[src/verilog/spcu_pkg.sv]
// Purpose: constants, register map and state codes of the serial port control block
// Assumes: 10 MHz cpu clock, 8-bit register port, timer overflow tick supplied from outside
// Notes: frame and rate figures below are shared by the core and its helpers
// Notes on behaviour
// control bit 7 reads framing error when frame_error_select is 1, else mode_select_high
// framing error flag set on bad stop bit, sticky until software clears it
// mode bits pick shift register, 8-bit variable, 9-bit fixed or 9-bit variable
// modes 2/3 with multiproc_enable: no rx done when received ninth bit is 0
// mode 1 with multiproc_enable: no rx done unless stop bit valid
// software should keep multiproc_enable at 0 in mode 0
// reception only while receive enable is set by software
// modes 2/3 transmit tx_ninth_bit as ninth data bit
// rx_ninth_bit takes ninth bit in modes 2/3, stop bit in mode 1
// tx done set after 8th bit in mode 0, at stop bit start otherwise
// rx done set after 8th bit in mode 0, mid stop bit otherwise, filtered
// mode 2 rate is clock/32, or clock/16 with rate_double set
// mode 0 shift rate fixed at clock/6
// mode 1 frame: start low, eight data lsb first, stop high
// modes 2/3 frame: start, eight data lsb first, ninth bit, stop
// data write starts transmit; receive starts per mode when enabled
// receive buffer overwritten when a second byte completes unread
// variable modes use outside timer tick, bits sampled near centre
package spcu_pkg;
  // register offsets
  localparam logic [7:0] SPCU_CTRL_ADDR = 8'h98;
  localparam logic [7:0] SPCU_DATA_ADDR = 8'h99;
  localparam logic [7:0] SPCU_PWR_ADDR = 8'h87;
  // reset values
  localparam logic [7:0] SPCU_CTRL_RESET = 8'h00;
  localparam logic [7:0] SPCU_DATA_RESET = 8'h00;
  // control register field positions
  localparam int SPCU_B_MODEH = 7;
  localparam int SPCU_B_MODEL = 6;
  localparam int SPCU_B_MPEN = 5;
  localparam int SPCU_B_REN = 4;
  localparam int SPCU_B_TXNINTH = 3;
  localparam int SPCU_B_RXNINTH = 2;
  localparam int SPCU_B_TXDONE = 1;
  localparam int SPCU_B_RXDONE = 0;
  // power control field positions
  localparam int SPCU_B_RATE2 = 7;
  localparam int SPCU_B_FESEL = 6;
  // serial modes
  typedef logic [1:0] spcu_mode_t;
  localparam spcu_mode_t SPCU_MODE_SHIFT = 2'h0;
  localparam spcu_mode_t SPCU_MODE_UART8 = 2'h1;
  localparam spcu_mode_t SPCU_MODE_UART9F = 2'h2;
  localparam spcu_mode_t SPCU_MODE_UART9V = 2'h3;
  // timing counts
  localparam int SPCU_M0_DIV = 6;
  localparam logic [3:0] SPCU_M0_LAST = 4'(SPCU_M0_DIV - 1);
  localparam logic [3:0] SPCU_M0_HIGH = 4'(SPCU_M0_DIV / 2);
  localparam logic [3:0] SPCU_M0_BITS = 4'h8;
  localparam int SPCU_PRE_DIV = 2;
  localparam logic [3:0] SPCU_OVS_LAST = 4'hF;
  localparam logic [3:0] SPCU_VOTE_PH = 4'h9;
  localparam logic [3:0] SPCU_BITS8 = 4'hA;
  localparam logic [3:0] SPCU_BITS9 = 4'hB;
  // state machines
  typedef enum logic [2:0] {
    SPCU_TX_IDLE = 3'b001,
    SPCU_TX_SHIFT = 3'b010,
    SPCU_TX_ASYNC = 3'b100
  } spcu_tx_e;
  typedef enum logic [2:0] {
    SPCU_RX_IDLE = 3'b001,
    SPCU_RX_SHIFT = 3'b010,
    SPCU_RX_FRAME = 3'b100
  } spcu_rx_e;
endpackage

[src/verilog/spcu_div.sv]
// Purpose: divide a stream of enable pulses by a fixed ratio
// Assumes: en is a one-cycle pulse or a constant high
// Notes: tick is combinational and lasts one cycle
`timescale 1ns/10ps
`default_nettype none
module spcu_div #(parameter int DIV = 2) (
  // clock and reset
  input wire logic clk,
  input wire logic arst_n,
  // pulse in and out
  input wire logic en,
  output logic tick
);
  localparam int W = (DIV > 2) ? $clog2(DIV) : 1;
  localparam logic [W-1:0] LAST = W'(DIV - 1);
  logic [W-1:0] cnt_r;

  // free running count of enable pulses
  always_ff @(posedge clk or negedge arst_n) begin
    if (!arst_n) begin
      cnt_r <= '0;
    end else if (en) begin
      cnt_r <= (cnt_r == LAST) ? '0 : cnt_r + 1'b1;
    end
  end

  assign tick = en && (cnt_r == LAST);
endmodule
`default_nettype wire

[src/verilog/spcu_vote.sv]
// Purpose: majority of three consecutive samples of the receive line
// Assumes: sample_en marks each oversampling point
// Notes: vote uses the two stored samples plus the present one
`timescale 1ns/10ps
`default_nettype none
module spcu_vote (
  // clock and reset
  input wire logic clk,
  input wire logic arst_n,
  // sampling
  input wire logic sample_en,
  input wire logic din,
  output logic vote
);
  logic [1:0] hist_r;

  // two most recent samples, idle line is high
  always_ff @(posedge clk or negedge arst_n) begin
    if (!arst_n) begin
      hist_r <= 2'h3;
    end else if (sample_en) begin
      hist_r <= {hist_r[0], din};
    end
  end

  // a single glitch cannot flip the bit
  assign vote = (hist_r[1] & hist_r[0]) | (hist_r[1] & din) | (hist_r[0] & din);
endmodule
`default_nettype wire

[src/verilog/spcu_top.sv]
// Purpose: serial port control, status and framing with its register port
// Assumes: register strobes one cycle, timer_tick one-cycle pulse per timer overflow
// Notes: mode 0 uses the receive pin for data and the transmit pin as shift clock
`timescale 1ns/10ps
`default_nettype none
module spcu_top import spcu_pkg::*; (
  // clock and reset
  input wire logic clk,
  input wire logic arst_n,
  // register port
  input wire logic [7:0] reg_addr,
  input wire logic [7:0] reg_wdata,
  input wire logic reg_wr,
  input wire logic reg_rd,
  output logic [7:0] reg_rdata,
  // bit rate reference for modes 1 and 3
  input wire logic timer_tick,
  // serial pins
  output logic txd_out,
  input wire logic rxd_in,
  output logic rxd_out,
  output logic rxd_oe
);
  // software state
  spcu_mode_t mode_r;
  logic mp_en_r;
  logic ren_r;
  logic tx_ninth_bit_r;
  logic rx_ninth_bit_r;
  logic tx_done_r;
  logic rx_done_r;
  logic frame_err_r;
  logic err_view_r;
  logic rate_dbl_r;
  logic [7:0] rx_buf_r;
  // decoded strobes
  logic wr_ctrl;
  logic wr_data;
  logic wr_pwr;
  // rate ticks
  logic pre_tick;
  logic tmr_half;
  logic s_tick;
  // transmitter
  spcu_tx_e tx_state_r;
  logic [10:0] tx_sh_r;
  logic [3:0] tx_ph_r;
  logic [3:0] tx_bit_r;
  logic tx_start;
  logic tx_done_set;
  // receiver
  spcu_rx_e rx_state_r;
  logic [8:0] rx_sh_r;
  logic [3:0] rx_ph_r;
  logic [3:0] rx_bit_r;
  logic rxd_prev_r;
  logic vote;
  logic [3:0] frame_bits;
  logic m0_done;
  logic stop_ev;
  logic rx_ninth;
  logic rx_accept;
  logic [7:0] rx_data;
  logic frame_err_set;
  logic m0_clk;

  // register decode
  assign wr_ctrl = reg_wr && (reg_addr == SPCU_CTRL_ADDR);
  assign wr_data = reg_wr && (reg_addr == SPCU_DATA_ADDR);
  assign wr_pwr = reg_wr && (reg_addr == SPCU_PWR_ADDR);

  // fixed prescale of the cpu clock for mode 2
  spcu_div #(.DIV(SPCU_PRE_DIV)) u_pre_div (
    .clk(clk),
    .arst_n(arst_n),
    .en(1'b1),
    .tick(pre_tick)
  );

  // halve timer overflows unless rate_double is set
  spcu_div #(.DIV(SPCU_PRE_DIV)) u_tmr_div (
    .clk(clk),
    .arst_n(arst_n),
    .en(timer_tick),
    .tick(tmr_half)
  );

  // sixteen ticks per bit in every asynchronous mode
  always_comb begin
    if (mode_r == SPCU_MODE_UART9F) begin
      s_tick = rate_dbl_r | pre_tick;
    end else begin
      s_tick = rate_dbl_r ? timer_tick : tmr_half;
    end
  end

  // frame length, 10 bits in mode 1, 11 in modes 2 and 3
  assign frame_bits = (mode_r == SPCU_MODE_UART8) ? SPCU_BITS8 : SPCU_BITS9;

  // mode and option bits; bit 7 writes whichever field is visible
  always_ff @(posedge clk or negedge arst_n) begin
    if (!arst_n) begin
      mode_r <= SPCU_CTRL_RESET[SPCU_B_MODEH:SPCU_B_MODEL];
      mp_en_r <= SPCU_CTRL_RESET[SPCU_B_MPEN];
      ren_r <= SPCU_CTRL_RESET[SPCU_B_REN];
      tx_ninth_bit_r <= SPCU_CTRL_RESET[SPCU_B_TXNINTH];
    end else if (wr_ctrl) begin
      if (!err_view_r) begin
        mode_r[1] <= reg_wdata[SPCU_B_MODEH];
      end
      mode_r[0] <= reg_wdata[SPCU_B_MODEL];
      mp_en_r <= reg_wdata[SPCU_B_MPEN];
      ren_r <= reg_wdata[SPCU_B_REN];
      tx_ninth_bit_r <= reg_wdata[SPCU_B_TXNINTH];
    end
  end

  // power control bits that belong to the serial port
  always_ff @(posedge clk or negedge arst_n) begin
    if (!arst_n) begin
      err_view_r <= 1'b0;
      rate_dbl_r <= 1'b0;
    end else if (wr_pwr) begin
      err_view_r <= reg_wdata[SPCU_B_FESEL];
      rate_dbl_r <= reg_wdata[SPCU_B_RATE2];
    end
  end

  // hardware set wins over a software clear in the same cycle
  always_ff @(posedge clk or negedge arst_n) begin
    if (!arst_n) begin
      frame_err_r <= 1'b0;
      tx_done_r <= SPCU_CTRL_RESET[SPCU_B_TXDONE];
      rx_done_r <= SPCU_CTRL_RESET[SPCU_B_RXDONE];
    end else begin
      if (frame_err_set) begin
        frame_err_r <= 1'b1;
      end else if (wr_ctrl && err_view_r) begin
        frame_err_r <= reg_wdata[SPCU_B_MODEH];
      end
      if (tx_done_set) begin
        tx_done_r <= 1'b1;
      end else if (wr_ctrl) begin
        tx_done_r <= reg_wdata[SPCU_B_TXDONE];
      end
      if (rx_accept) begin
        rx_done_r <= 1'b1;
      end else if (wr_ctrl) begin
        rx_done_r <= reg_wdata[SPCU_B_RXDONE];
      end
    end
  end

  // received byte and ninth bit, last completed frame wins
  always_ff @(posedge clk or negedge arst_n) begin
    if (!arst_n) begin
      rx_buf_r <= SPCU_DATA_RESET;
      rx_ninth_bit_r <= SPCU_CTRL_RESET[SPCU_B_RXNINTH];
    end else begin
      if (rx_accept) begin
        rx_buf_r <= rx_data;
      end
      if (rx_accept && !m0_done) begin
        rx_ninth_bit_r <= rx_ninth;
      end else if (wr_ctrl) begin
        rx_ninth_bit_r <= reg_wdata[SPCU_B_RXNINTH];
      end
    end
  end

  // read data stands only in the cycle after the strobe
  always_ff @(posedge clk or negedge arst_n) begin
    if (!arst_n) begin
      reg_rdata <= 8'h00;
    end else if (reg_rd) begin
      unique case (reg_addr)
        SPCU_CTRL_ADDR: reg_rdata <= {err_view_r ? frame_err_r : mode_r[1], mode_r[0], mp_en_r, ren_r,
                                      tx_ninth_bit_r, rx_ninth_bit_r, tx_done_r, rx_done_r};
        SPCU_DATA_ADDR: reg_rdata <= rx_buf_r;
        SPCU_PWR_ADDR: reg_rdata <= {rate_dbl_r, err_view_r, 6'h00};
        default: reg_rdata <= 8'h00;
      endcase
    end else begin
      reg_rdata <= 8'h00;
    end
  end

  // a write while busy is dropped; mode 0 shares one data pin so rx blocks tx
  assign tx_start = wr_data && (tx_state_r == SPCU_TX_IDLE) && (rx_state_r != SPCU_RX_SHIFT);

  // transmit sequencer: mode 0 bit is six clocks, async bit sixteen ticks
  always_ff @(posedge clk or negedge arst_n) begin
    if (!arst_n) begin
      tx_state_r <= SPCU_TX_IDLE;
      tx_sh_r <= 11'h7FF;
      tx_ph_r <= 4'h0;
      tx_bit_r <= 4'h0;
    end else begin
      unique case (tx_state_r)
        SPCU_TX_IDLE: begin
          if (tx_start) begin
            tx_ph_r <= 4'h0;
            tx_bit_r <= 4'h0;
            if (mode_r == SPCU_MODE_SHIFT) begin
              tx_sh_r <= {3'h7, reg_wdata};
              tx_state_r <= SPCU_TX_SHIFT;
            end else begin
              tx_sh_r <= {1'b1, (mode_r == SPCU_MODE_UART8) ? 1'b1 : tx_ninth_bit_r, reg_wdata, 1'b0};
              tx_state_r <= SPCU_TX_ASYNC;
            end
          end
        end
        SPCU_TX_SHIFT: begin
          if (tx_ph_r == SPCU_M0_LAST) begin
            tx_ph_r <= 4'h0;
            tx_sh_r <= {1'b1, tx_sh_r[10:1]};
            tx_bit_r <= tx_bit_r + 4'h1;
            if (tx_bit_r == SPCU_M0_BITS - 4'h1) begin
              tx_state_r <= SPCU_TX_IDLE;
            end
          end else begin
            tx_ph_r <= tx_ph_r + 4'h1;
          end
        end
        SPCU_TX_ASYNC: begin
          if (s_tick) begin
            if (tx_ph_r == SPCU_OVS_LAST) begin
              tx_ph_r <= 4'h0;
              tx_sh_r <= {1'b1, tx_sh_r[10:1]};
              tx_bit_r <= tx_bit_r + 4'h1;
              if (tx_bit_r == frame_bits - 4'h1) begin
                tx_state_r <= SPCU_TX_IDLE;
              end
            end else begin
              tx_ph_r <= tx_ph_r + 4'h1;
            end
          end
        end
      endcase
    end
  end

  // end of 8th shift bit, or the move onto the stop bit
  assign tx_done_set = ((tx_state_r == SPCU_TX_SHIFT) && (tx_ph_r == SPCU_M0_LAST)
                        && (tx_bit_r == SPCU_M0_BITS - 4'h1))
                    || ((tx_state_r == SPCU_TX_ASYNC) && s_tick && (tx_ph_r == SPCU_OVS_LAST)
                        && (tx_bit_r == frame_bits - 4'h2));

  // three samples around the bit centre
  spcu_vote u_vote (
    .clk(clk),
    .arst_n(arst_n),
    .sample_en(s_tick),
    .din(rxd_in),
    .vote(vote)
  );

  // edge detect on the receive line
  always_ff @(posedge clk or negedge arst_n) begin
    if (!arst_n) begin
      rxd_prev_r <= 1'b1;
    end else begin
      rxd_prev_r <= rxd_in;
    end
  end

  // receive sequencer; dropping receive enable abandons a frame at once
  always_ff @(posedge clk or negedge arst_n) begin
    if (!arst_n) begin
      rx_state_r <= SPCU_RX_IDLE;
      rx_sh_r <= 9'h000;
      rx_ph_r <= 4'h0;
      rx_bit_r <= 4'h0;
    end else if (!ren_r) begin
      rx_state_r <= SPCU_RX_IDLE;
    end else begin
      unique case (rx_state_r)
        SPCU_RX_IDLE: begin
          rx_ph_r <= 4'h0;
          rx_bit_r <= 4'h0;
          if (mode_r == SPCU_MODE_SHIFT) begin
            if (!rx_done_r && (tx_state_r == SPCU_TX_IDLE) && !tx_start) begin
              rx_state_r <= SPCU_RX_SHIFT;
            end
          end else if (rxd_prev_r && !rxd_in) begin
            rx_state_r <= SPCU_RX_FRAME;
          end
        end
        SPCU_RX_SHIFT: begin
          if (rx_ph_r == SPCU_M0_LAST) begin
            rx_ph_r <= 4'h0;
            rx_sh_r <= {rxd_in, rx_sh_r[8:1]};
            rx_bit_r <= rx_bit_r + 4'h1;
            if (rx_bit_r == SPCU_M0_BITS - 4'h1) begin
              rx_state_r <= SPCU_RX_IDLE;
            end
          end else begin
            rx_ph_r <= rx_ph_r + 4'h1;
          end
        end
        SPCU_RX_FRAME: begin
          if (s_tick) begin
            rx_ph_r <= (rx_ph_r == SPCU_OVS_LAST) ? 4'h0 : rx_ph_r + 4'h1;
            if (rx_ph_r == SPCU_OVS_LAST) begin
              rx_bit_r <= rx_bit_r + 4'h1;
            end
            if (rx_ph_r == SPCU_VOTE_PH) begin
              // a start bit that reads high at its centre was noise
              if ((rx_bit_r == 4'h0) && vote) begin
                rx_state_r <= SPCU_RX_IDLE;
              end else if (rx_bit_r == frame_bits - 4'h1) begin
                rx_state_r <= SPCU_RX_IDLE;
              end else if (rx_bit_r != 4'h0) begin
                rx_sh_r <= {vote, rx_sh_r[8:1]};
              end
            end
          end
        end
      endcase
    end
  end

  // completion events
  assign m0_done = ren_r && (rx_state_r == SPCU_RX_SHIFT) && (rx_ph_r == SPCU_M0_LAST)
                && (rx_bit_r == SPCU_M0_BITS - 4'h1);
  assign stop_ev = ren_r && (rx_state_r == SPCU_RX_FRAME) && s_tick && (rx_ph_r == SPCU_VOTE_PH)
                && (rx_bit_r == frame_bits - 4'h1);
  // ninth data bit in modes 2/3, stop bit in mode 1
  assign rx_ninth = mode_r[1] ? rx_sh_r[8] : vote;
  assign frame_err_set = stop_ev && !vote;

  // multiprocessor filter gates only the completion, never the framing check
  assign rx_accept = m0_done || (stop_ev && (!mp_en_r || rx_ninth));

  // byte position depends on how many bits were shifted in
  always_comb begin
    if (m0_done) begin
      rx_data = {rxd_in, rx_sh_r[8:2]};
    end else if (mode_r[1]) begin
      rx_data = rx_sh_r[7:0];
    end else begin
      rx_data = rx_sh_r[8:1];
    end
  end

  // mode 0 shift clock low for the first half of each bit
  assign m0_clk = (tx_state_r == SPCU_TX_SHIFT) ? (tx_ph_r >= SPCU_M0_HIGH) : (rx_ph_r >= SPCU_M0_HIGH);

  // pins registered; idle lines rest high
  always_ff @(posedge clk or negedge arst_n) begin
    if (!arst_n) begin
      txd_out <= 1'b1;
      rxd_out <= 1'b1;
      rxd_oe <= 1'b0;
    end else begin
      if (tx_state_r == SPCU_TX_ASYNC) begin
        txd_out <= tx_sh_r[0];
      end else if ((tx_state_r == SPCU_TX_SHIFT) || (rx_state_r == SPCU_RX_SHIFT)) begin
        txd_out <= m0_clk;
      end else begin
        txd_out <= 1'b1;
      end
      rxd_out <= (tx_state_r == SPCU_TX_SHIFT) ? tx_sh_r[0] : 1'b1;
      rxd_oe <= (tx_state_r == SPCU_TX_SHIFT);
    end
  end
endmodule
`default_nettype wire

[config.mk]
export PLATFORM = sky130hd
export DESIGN_NAME = spcu_top
export DESIGN_NICKNAME = d
export VERILOG_FILES = /design/src/verilog/spcu_pkg.sv /design/src/verilog/spcu_div.sv /design/src/verilog/spcu_vote.sv /design/src/verilog/spcu_top.sv
export SDC_FILE = /design/constraint.sdc
export NUM_CORES = 1
export LEC_CHECK = 0
export BUFFER_PORTS_ARGS = -buffer_cell sky130_fd_sc_hd__buf_2
export CAP_MARGIN = 5
export CORE_ASPECT_RATIO = 1.1
export CORE_MARGIN = 3
export CORE_UTILIZATION = 37
export CTS_CLUSTER_DIAMETER = 60
export DETAILED_ROUTE_END_ITERATION = 16
export GPL_ROUTABILITY_DRIVEN = 0
export PLACE_DENSITY = 0.54
export SYNTH_ARGS = -nofsm -noshare
export SYNTH_HDL_FRONTEND = slang
export SYNTH_HIERARCHICAL = 1
export SYNTH_SLANG_ARGS = --single-unit
[constraint.sdc]
create_clock -name clk -period 5.89 [get_ports clk]
set_input_delay 0.589 -clock clk [delete_from_list [all_inputs] [get_ports clk]]
set_output_delay 0.589 -clock clk [all_outputs]
set_load 0.02 [all_outputs]
Word level (Yosys, flattened, before mapping):

Index checks and enable logic that the tools add are counted.

* output and inout bits: 11
* bits in registers: 77
* ROM bits: 0
* input port bits: 22
* memories: 0
* bits in latches: 0
* bits in writable memories: 0
* word-level logic and storage cells: 212

* shift operators: 0
* $lt $le $gt $ge: 2
* add/sub/neg operators: 8
* multiply operators: 0
* div/mod/pow operators: 0
* muxes and demuxes: 73
* reductions and logical operators: 52
* equal/unequal tests: 42
* bitwise gates (word level): 7

Operator list (number)
* $mux W9: 6
* $mux W4: 13
* $mux W3: 17
* $pmux W4 S3: 4
* $mux W11: 4
* $pmux W11 S3: 1
* $logic_and A1 B1 Y1: 26
* $ne A2 B2 Y1 const B: 13
* $eq A8 B8 Y1 const B: 3
* $mux W8: 3
* $pmux W8 S3: 1
* $mux W1: 20
* $pmux W3 S3: 2
* $pmux W9 S2: 1
* $add A4 B1 Y4 const B: 4
* $eq A4 B3 Y1 const B: 4
* $eq A4 B4 Y1: 3
* $eq A4 B4 Y1 const B: 3
* $ne A3 B3 Y1 const B: 4
* $ne A4 B4 Y1 const B: 3
* $mux W10: 1
* $reduce_bool A2 Y1: 5
* $ge A4 B2 Y1 const B: 2
* $reduce_and A4 Y1: 2
* 21 further kinds: 39

Longest topological paths before layout:

Gate-level depths: netlist of run 1.

* word-level depth: 10
* depth in mapped cells: 8
* mapped depth without buffers: 7

Hierarchy:

The synthesis of run 1 kept the hierarchy.

By module, submodules not included
* spcu_top: instances 1, area an instance 3912.5 um^2, sequential area each 1820.5 um^2, cells each 390
* spcu_vote: instances 1, area an instance 86.3 um^2, sequential area each 52.6 um^2, cells each 5
* spcu_div: instances 2, area an instance 41.3 um^2, sequential area each 25.0 um^2, cells each 3

Worst setup path before layout of run 1:

OpenSTA, ideal clock, no wires.

* kind: input -> register
* from: in reg_addr[2]
* to: reg tx_ph_r[3]
* slack: 3.700 ns
* arrival: 2.104 ns
* buffers on the path: 0
* library setup time: 0.087 ns
* stages on the path: 5
* data required time: 5.803 ns
* path through: nand4bb_1 > o41ai_4 > o21ai_2 > or4_1 > o211ai_1

* longest elaborated chain between the ends: 6

Ends and longest elaborated chain
* start: declaration: RTL line spcu_top.sv:11 `input wire logic [7:0] reg_addr,`
* $eq A8 B8 Y1: RTL line spcu_top.sv:69 `assign wr_data = reg_wr && (reg_addr == SPCU_DATA_ADDR);`
* $logic_and A1 B1 Y1: RTL line spcu_top.sv:69
* $logic_and A1 B1 Y1 (2 in a row): RTL line spcu_top.sv:189 `assign tx_start = wr_data && (tx_state_r == SPCU_TX_IDLE) && (rx_state_r != SPCU_RX_SHIFT);`
* $ne A2 B2 Y1 (no line)
* $reduce_and A2 Y1 (no line)
* end signal: assignment: RTL line spcu_top.sv:222 `tx_ph_r <= tx_ph_r + 4'h1;`
* end signal: assignment: RTL line spcu_top.sv:235 `tx_ph_r <= tx_ph_r + 4'h1;`
* end: declaration: RTL line spcu_top.sv:47 `logic [3:0] tx_ph_r;`

Every way passes these cells.
A chain may end at the register's enable or synchronous reset.

Final worst setup path of run 1:

* from: reg mode_r[1]
* to: reg tx_bit_r[3]

* longest elaborated chain between the ends: 4

Ends and longest elaborated chain
* start: declaration: RTL line spcu_top.sv:25 `spcu_mode_t mode_r;`
* start signal: assignment: RTL line spcu_top.sv:103 `mode_r <= SPCU_CTRL_RESET[SPCU_B_MODEH:SPCU_B_MODEL];`
* start signal: assignment: RTL line spcu_top.sv:109 `mode_r[1] <= reg_wdata[SPCU_B_MODEH];`
* $eq A2 B2 Y1: RTL line spcu_top.sv:90 `if (mode_r == SPCU_MODE_UART9F) begin`
* $mux W1: RTL line spcu_top.sv:90
* named net s_tick: RTL line spcu_top.sv:43 `logic s_tick;`
* $ne A2 B2 Y1 (no line)
* $reduce_and A4 Y1 (no line)
* end signal: assignment: RTL line spcu_top.sv:217 `tx_bit_r <= tx_bit_r + 4'h1;`
* end signal: assignment: RTL line spcu_top.sv:230 `tx_bit_r <= tx_bit_r + 4'h1;`
* end: declaration: RTL line spcu_top.sv:48 `logic [3:0] tx_bit_r;`

The timed path passes the listed nets, and every way through them passes these cells.

==> results.sh, run 1 <==
export IMPL_status="finished, final reports clean"
export IMPL_p_int_mw=1.193
export IMPL_combPwrFrac_pct=23.9
export IMPL_rows=39
export IMPL_coreArea_mm2=0.01059
export IMPL_syn2layout_area_growth_pct=14.90
export IMPL_cp_depth=6
export IMPL_boundaryPins=33
export IMPL_setup_viol=0
export IMPL_critPathMaxFanout=28
export IMPL_cts_sinks=76
export IMPL_start_util_pct=38.54
export IMPL_synthTopCellsByArea="dfrtp_1 (36%), dfstp_2 (11%), mux2_2 (7.4%)"
export IMPL_cts_root_buf="clkbuf_16"
export IMPL_final_layout_size_suffix_gt1_share_pct=24.31
export IMPL_die_x_um=106.1
export IMPL_worstSetupStartpointType="flip-flop"
export IMPL_power_switching_mw=0.5590
export IMPL_clkLatencyLatePin_ns=0.34
export IMPL_reg2reg_to="tx_bit_r[3]"
export IMPL_hold_violations=0
export IMPL_wl_um=9227
export IMPL_synth_cells=401
export IMPL_grt_ovfl_total=0
export IMPL_antenna_cells=0
export IMPL_path_cells="nor4b_1 -> a21o_1 -> inv_2 -> o221ai_2 -> o21ai_0 -> o41ai_1"
export IMPL_rsz0062_at_grt="no"
export IMPL_synth_top_area_share_pct=36.17
export IMPL_switching_share_pct=31.91
export IMPL_nNetsFinal=460
export IMPL_wl_met1_um=4400
export IMPL_power_leakage_nw=2.044
export IMPL_reg2reg_from="mode_r[1]"
export IMPL_endpoint="tx_bit_r[3]"
export IMPL_slew_viol_final=0
export IMPL_met3_length_um=258
export IMPL_instances_no_fill=579
export IMPL_die_y_um=116.2
export IMPL_skew_ns=0.007545
export IMPL_netlist_cell_type_count=65
export IMPL_cts_clk_slew_worst_paths_ns=0.06
export IMPL_synth_edff_count=0
export IMPL_whs_ns=0.4085
export IMPL_wl_met2_um=4314
export IMPL_antenna_found_initial=0
export IMPL_r2r_slack_ns=3.18
export IMPL_cp_top_family="compound AO/OA/AOI/OAI gates"
export IMPL_ys_ff_latch=76
export IMPL_async_reset_ff_share_pct=100.0
export IMPL_dp_slack_ns=3.148
export IMPL_crit_buf_inv=1
export IMPL_synth_top_cell_by_area="dfrtp_1"
export IMPL_tightest_slew_ns=1.056
export IMPL_clock_fmax_ghz=0.3689
export IMPL_max_cap_violations=0
export IMPL_critical_path_max_stage_delay_ns=0.83
export IMPL_synth_common_cells="dfrtp_1 (59), nand2_1 (54), mux2_2 (27)"
export IMPL_post_route_period_util_pct=46.02
export IMPL_yosysSeqAreaShare_pct=47.12
export IMPL_tns_ns=0
export IMPL_grt_start_max_net_pins=77
export IMPL_yosys_warnings=6
export IMPL_placed_cell_area_mm2=0.004370
export IMPL_power_total_mw=1.752
export IMPL_irDropWorstVdd_uv=164.9
export IMPL_pwr_share_seq_pct=42.4
export IMPL_synth_flop_cell="dfrtp_1"
export IMPL_grt_usage_pct=15.93
export IMPL_cts_tree="done"
export IMPL_utilization_pct=44.29
export IMPL_cts_hold_buffers=0
export IMPL_via_per_inst=5.320
export IMPL_ant_nets=0
export IMPL_setup_ws_ns=3.179
export IMPL_dr_max_layer_used="met4"
export IMPL_dr_total_vias=3080
export IMPL_hp_class="primary input to async pin"
export IMPL_grt_pass1_vias=3052
export IMPL_drtIter0Drc=142
export IMPL_wl_per_cell_um=15.94
export IMPL_r2r_cells=6
export IMPL_slew_limit_headroom_pct=29.63
export IMPL_dp_hpwl_um=6478
export IMPL_post_cts_setup_buffers=0
export IMPL_cts_buffer_depth=2
export IMPL_pwr_density_cell_mw_per_mm2=373.6
export IMPL_cp_slowest_cell="o221ai_2"
export IMPL_avgSynthCellArea_um2=10.18
export IMPL_drc=0
export IMPL_setup_worst_path_start="mode_r[1]"
export IMPL_synth_area_mm2=0.004081
export IMPL_final_area_mm2=0.004690
export IMPL_firstDrtPassIters=4
export IMPL_htree_num_levels=3
export IMPL_synthMostInstantiatedCell="dfrtp_1"
export IMPL_placed_cells=563
export IMPL_clkPwrFrac_pct=33.8
export IMPL_numCtsBuffers=9
export IMPL_fin_crit_ns=2.711
export IMPL_critPathArrivalTime_ns=2.94
export IMPL_endpoint_kind="flip-flop"
export IMPL_dieArea_mm2=0.01233
export IMPL_crit_required_ns=6.11
export IMPL_portBuffers=32
export IMPL_cts_resized=0
export IMPL_critPathKind="flip-flop to flip-flop"
export IMPL_grt_pass1_wl_um=15300
logic make-up (layout without fill, tap and decap cells):
family / after synthesis / after routing / share of synthesized area [%]
mux: 44 / 44 / 11.62
compound gates: 89 / 89 / 15.30
buf+inv: 23 / 57 / 2.207
xor+xnor: 4 / 4 / 0.8585
fa+ha+maj: 8 / 8 / 2.422
flops: 76 / 76 / 47.12
other cells: 1 / 2 / 0.09188
simple gates: 156 / 156 / 20.39
layer usage:
metal  track usage, %  vias up
met5                0        -
met4            8.722        0
met3            2.488       17
met2            25.94       51
met1            20.51     1495
li1                 -     1517
worst reg2reg max path, delay by kind of cell (launching register included):
kind	cells	cell delay (ns)
flip-flops	1	0.76
AND/OR/NAND/NOR	1	0.40
buffers and inverters	1	0.10
AO/OA/AOI/OAI	4	1.33
flip-flops by register name (all words and copies together) (netlist names), 2 cells and up:
| name | count |
|---|---|
| tx_sh_r | 10 |
| rx_sh_r | 9 |
| reg_rdata | 8 |
| rx_buf_r | 8 |
| rx_bit_r | 4 |
| rx_ph_r | 4 |
| tx_bit_r | 4 |
| tx_ph_r | 4 |
| rx_state_r | 3 |
| tx_state_r | 3 |
| mode_r | 2 |
| u_vote/hist_r | 2 |
worst min path at each step:
stage	startpoint	endpoint	depth (start not counted)
floorplan	arst_n	err_view_r	0
global placement	u_tmr_div/cnt_r	u_tmr_div/cnt_r	1
detailed placement	u_tmr_div/cnt_r	u_tmr_div/cnt_r	1
CTS	rxd_in	rxd_prev_r	1
global route	rxd_in	rxd_prev_r	1
finish	arst_n	tx_bit_r[0]	1
cells in the final DEF, fill, tap and decap left out, types with 9 or more instances in the layout:
cell type and instances:
nand2b_1 9, and2_1 10, a21oi_1 21, nor3_1 10, nor2_1 23, o21ai_0 26, dfrtp_1 59, dfstp_2 17
clkbuf_16 9, mux2i_1 17, nand2_1 54, buf_2 31, mux2_2 27, nand3_1 9
cell type report:
class,instances,area [um2]
clock buffers,12,246.5
clock inverters,4,72.57
fillers,1025,5899
inverters,9,33.78
multi-input cells,303,2072
flip-flops and latches,76,1923
well taps,143,178.9
repair buffers,32,162.7
power by group through the flow:
| stage | Sequential (mW) | Clock (mW) | Combinational [mW] |
|---|---|---|---|
| after floorplan | 0.729 | 0 | 0.315 |
| after global placement | 0.744 | 0 | 0.414 |
| after detailed placement | 0.746 | 0 | 0.422 |
| after CTS | 0.740 | 0.608 | 0.424 |
| after global routing | 0.754 | 0.631 | 0.477 |
| final | 0.742 | 0.591 | 0.419 |
No activity file was read; power rests on OpenSTA's default activity.
==> run 2, diff against run 1 <==
Clock period 5.89 ns to 2.6 ns, I/O delays scaled along.
==> results.sh, run 2 (synthesized netlist as in run 1, its figures left out) <==
export IMPL_largest_register_ffs=10
export IMPL_critPathKind="flip-flop to flip-flop"
export IMPL_grt_pass1_vias=3013
export IMPL_grt_ovfl_total=0
export IMPL_ant_nets=0
export IMPL_crit_buf_inv=1
export IMPL_worstSetupStartpointType="flip-flop"
export IMPL_wl_per_cell_um=15.49
export IMPL_slew_limit_headroom_pct=36.24
export IMPL_tightest_slew_ns=0.9564
export IMPL_tns_ns=0
export IMPL_grt_usage_pct=15.97
export IMPL_cts_tree="done"
export IMPL_firstDrtPassIters=4
export IMPL_critPathMaxFanout=9
export IMPL_fin_crit_ns=2.321
export IMPL_clock_fmax_ghz=0.4309
export IMPL_start_util_pct=38.54
export IMPL_final_cell_mix="dfrtp_1 (59), nand2_1 (54), buf_2 (31), mux2_2 (27), o21ai_0 (26)"
export IMPL_final_area_mm2=0.004816
export IMPL_utilization_pct=45.48
export IMPL_setup_ws_ns=0.2791
export IMPL_pwr_density_cell_mw_per_mm2=869.5
export IMPL_instances_no_fill=589
export IMPL_placed_cells=573
export IMPL_crit_required_ns=2.82
export IMPL_dp_hpwl_um=6601
export IMPL_critical_path_max_stage_delay_ns=0.60
export IMPL_hp_class="primary input to async pin"
export IMPL_grt_util_met2_pct=25.43
export IMPL_clkLatencyLatePin_ns=0.34
export IMPL_status="finished, final reports clean"
export IMPL_top_usage_layer="met2"
export IMPL_cts_hold_buffers=0
export IMPL_antenna_found_initial=0
export IMPL_die_x_um=106.1
export IMPL_placed_cell_area_mm2=0.004446
export IMPL_dr_total_vias=3076
export IMPL_dp_slack_ns=0.1715
export IMPL_cts_root_buf="clkbuf_16"
export IMPL_largestRegisters="tx_sh_r x10, rx_sh_r x9"
export IMPL_syn2layout_area_growth_pct=18.00
export IMPL_endpoint_kind="flip-flop"
export IMPL_met1_usage_pct=21.37
export IMPL_hold_violations=0
export IMPL_grt_start_max_net_pins=77
export IMPL_drtIter0Drc=154
export IMPL_slew_viol_final=0
export IMPL_die_y_um=116.2
export IMPL_layout_commonest_cell="dfrtp_1"
export IMPL_cp_top_family="compound AO/OA/AOI/OAI gates"
export IMPL_via_per_inst=5.222
export IMPL_drc=0
export IMPL_power_total_mw=4.187
export IMPL_setup_viol=0
export IMPL_rsz0062_at_grt="no"
export IMPL_post_route_period_util_pct=89.26
export IMPL_wl_um=9121
export IMPL_skew_ns=0.007697
export IMPL_cts_clk_slew_worst_paths_ns=0.06
export IMPL_rows=39
export IMPL_nNetsFinal=470
export IMPL_htree_num_levels=3
export IMPL_portBuffers=32
export IMPL_whs_ns=0.08100
export IMPL_boundaryPins=33
export IMPL_grt_pass1_wl_um=15370
export IMPL_post_cts_setup_buffers=0
export IMPL_antenna_cells=0
export IMPL_grt_met3_usage_pct=3.593
export IMPL_cts_buffer_depth=2
export IMPL_cts_sinks=76
export IMPL_final_layout_size_suffix_gt1_share_pct=26.46
export IMPL_numCtsBuffers=9
export IMPL_cp_slowest_cell="a2111oi_1"
export IMPL_max_cap_violations=0
export IMPL_irDropWorstVdd_uv=375.7
export IMPL_path_cells="inv_1 -> ha_1 -> nand2_1 -> a2111oi_1 -> a31oi_1 -> a221o_1"
export IMPL_max_flop_register="tx_sh_r"
export IMPL_coreArea_mm2=0.01059
export IMPL_power_leakage_nw=2.114
export IMPL_dieArea_mm2=0.01233
export IMPL_critPathArrivalTime_ns=2.54
[run 2: worst paths after layout]
| check | from | to | slack [ns] | cells past startpoint |
|---|---|---|---|---|
| setup reg to reg | rx_ph_r[1] | rx_buf_r[3] | 0.28 | 6 |
| min in group clk | rxd_in | rxd_prev_r | 0.09 | 1 |
| max in group asynchronous | arst_n | rx_bit_r[3] | 1.91 | 1 |
| hold / removal | arst_n | tx_ninth_bit_r | 0.08 | 1 |
| hold reg to reg | u_tmr_div/cnt_r | u_tmr_div/cnt_r | 0.46 | 1 |
| setup / recovery | rx_ph_r[1] | rx_buf_r[3] | 0.28 | 6 |
[run 2: repair_timing]
action | in CTS | in global routing
resized for setup | 0 | 1
hold endpoints to repair | 0 | 0
setup endpoints to repair | 0 | 9
[run 2: final cells by class]
cell class / count / area [um2]
well taps: 143 / 178.9
inverters: 9 / 33.78
fillers: 1022 / 5773
repair buffers: 42 / 237.7
flip-flops and latches: 76 / 1923
clock inverters: 6 / 136.4
multi-input cells: 303 / 2077
clock buffers: 10 / 229.0
[run 2: metal layers]
metal / vias to the layer above / share of wire (%)
met2: 57 / 47
li1: 1539 / -
met5: - / 0
met3: 13 / 3.4
met1: 1467 / 48
met4: 0 / 1.7
[run 2: where the power goes]
part           total [mW]  switching (mW)  internal [mW]
Clock                1.53           0.490           1.04
Combinational       0.995           0.601          0.394
Sequential           1.67           0.183           1.48
Total                4.19            1.27           2.91
[run 2: worst reg2reg max path, delay by kind of cell (launching register included)]
kind | cells | cell delay [ns]
buf+inv | 1 | 0.07
compound gates | 3 | 1.48
simple gates | 1 | 0.07
flops | 1 | 0.41
fa+ha+maj | 1 | 0.19
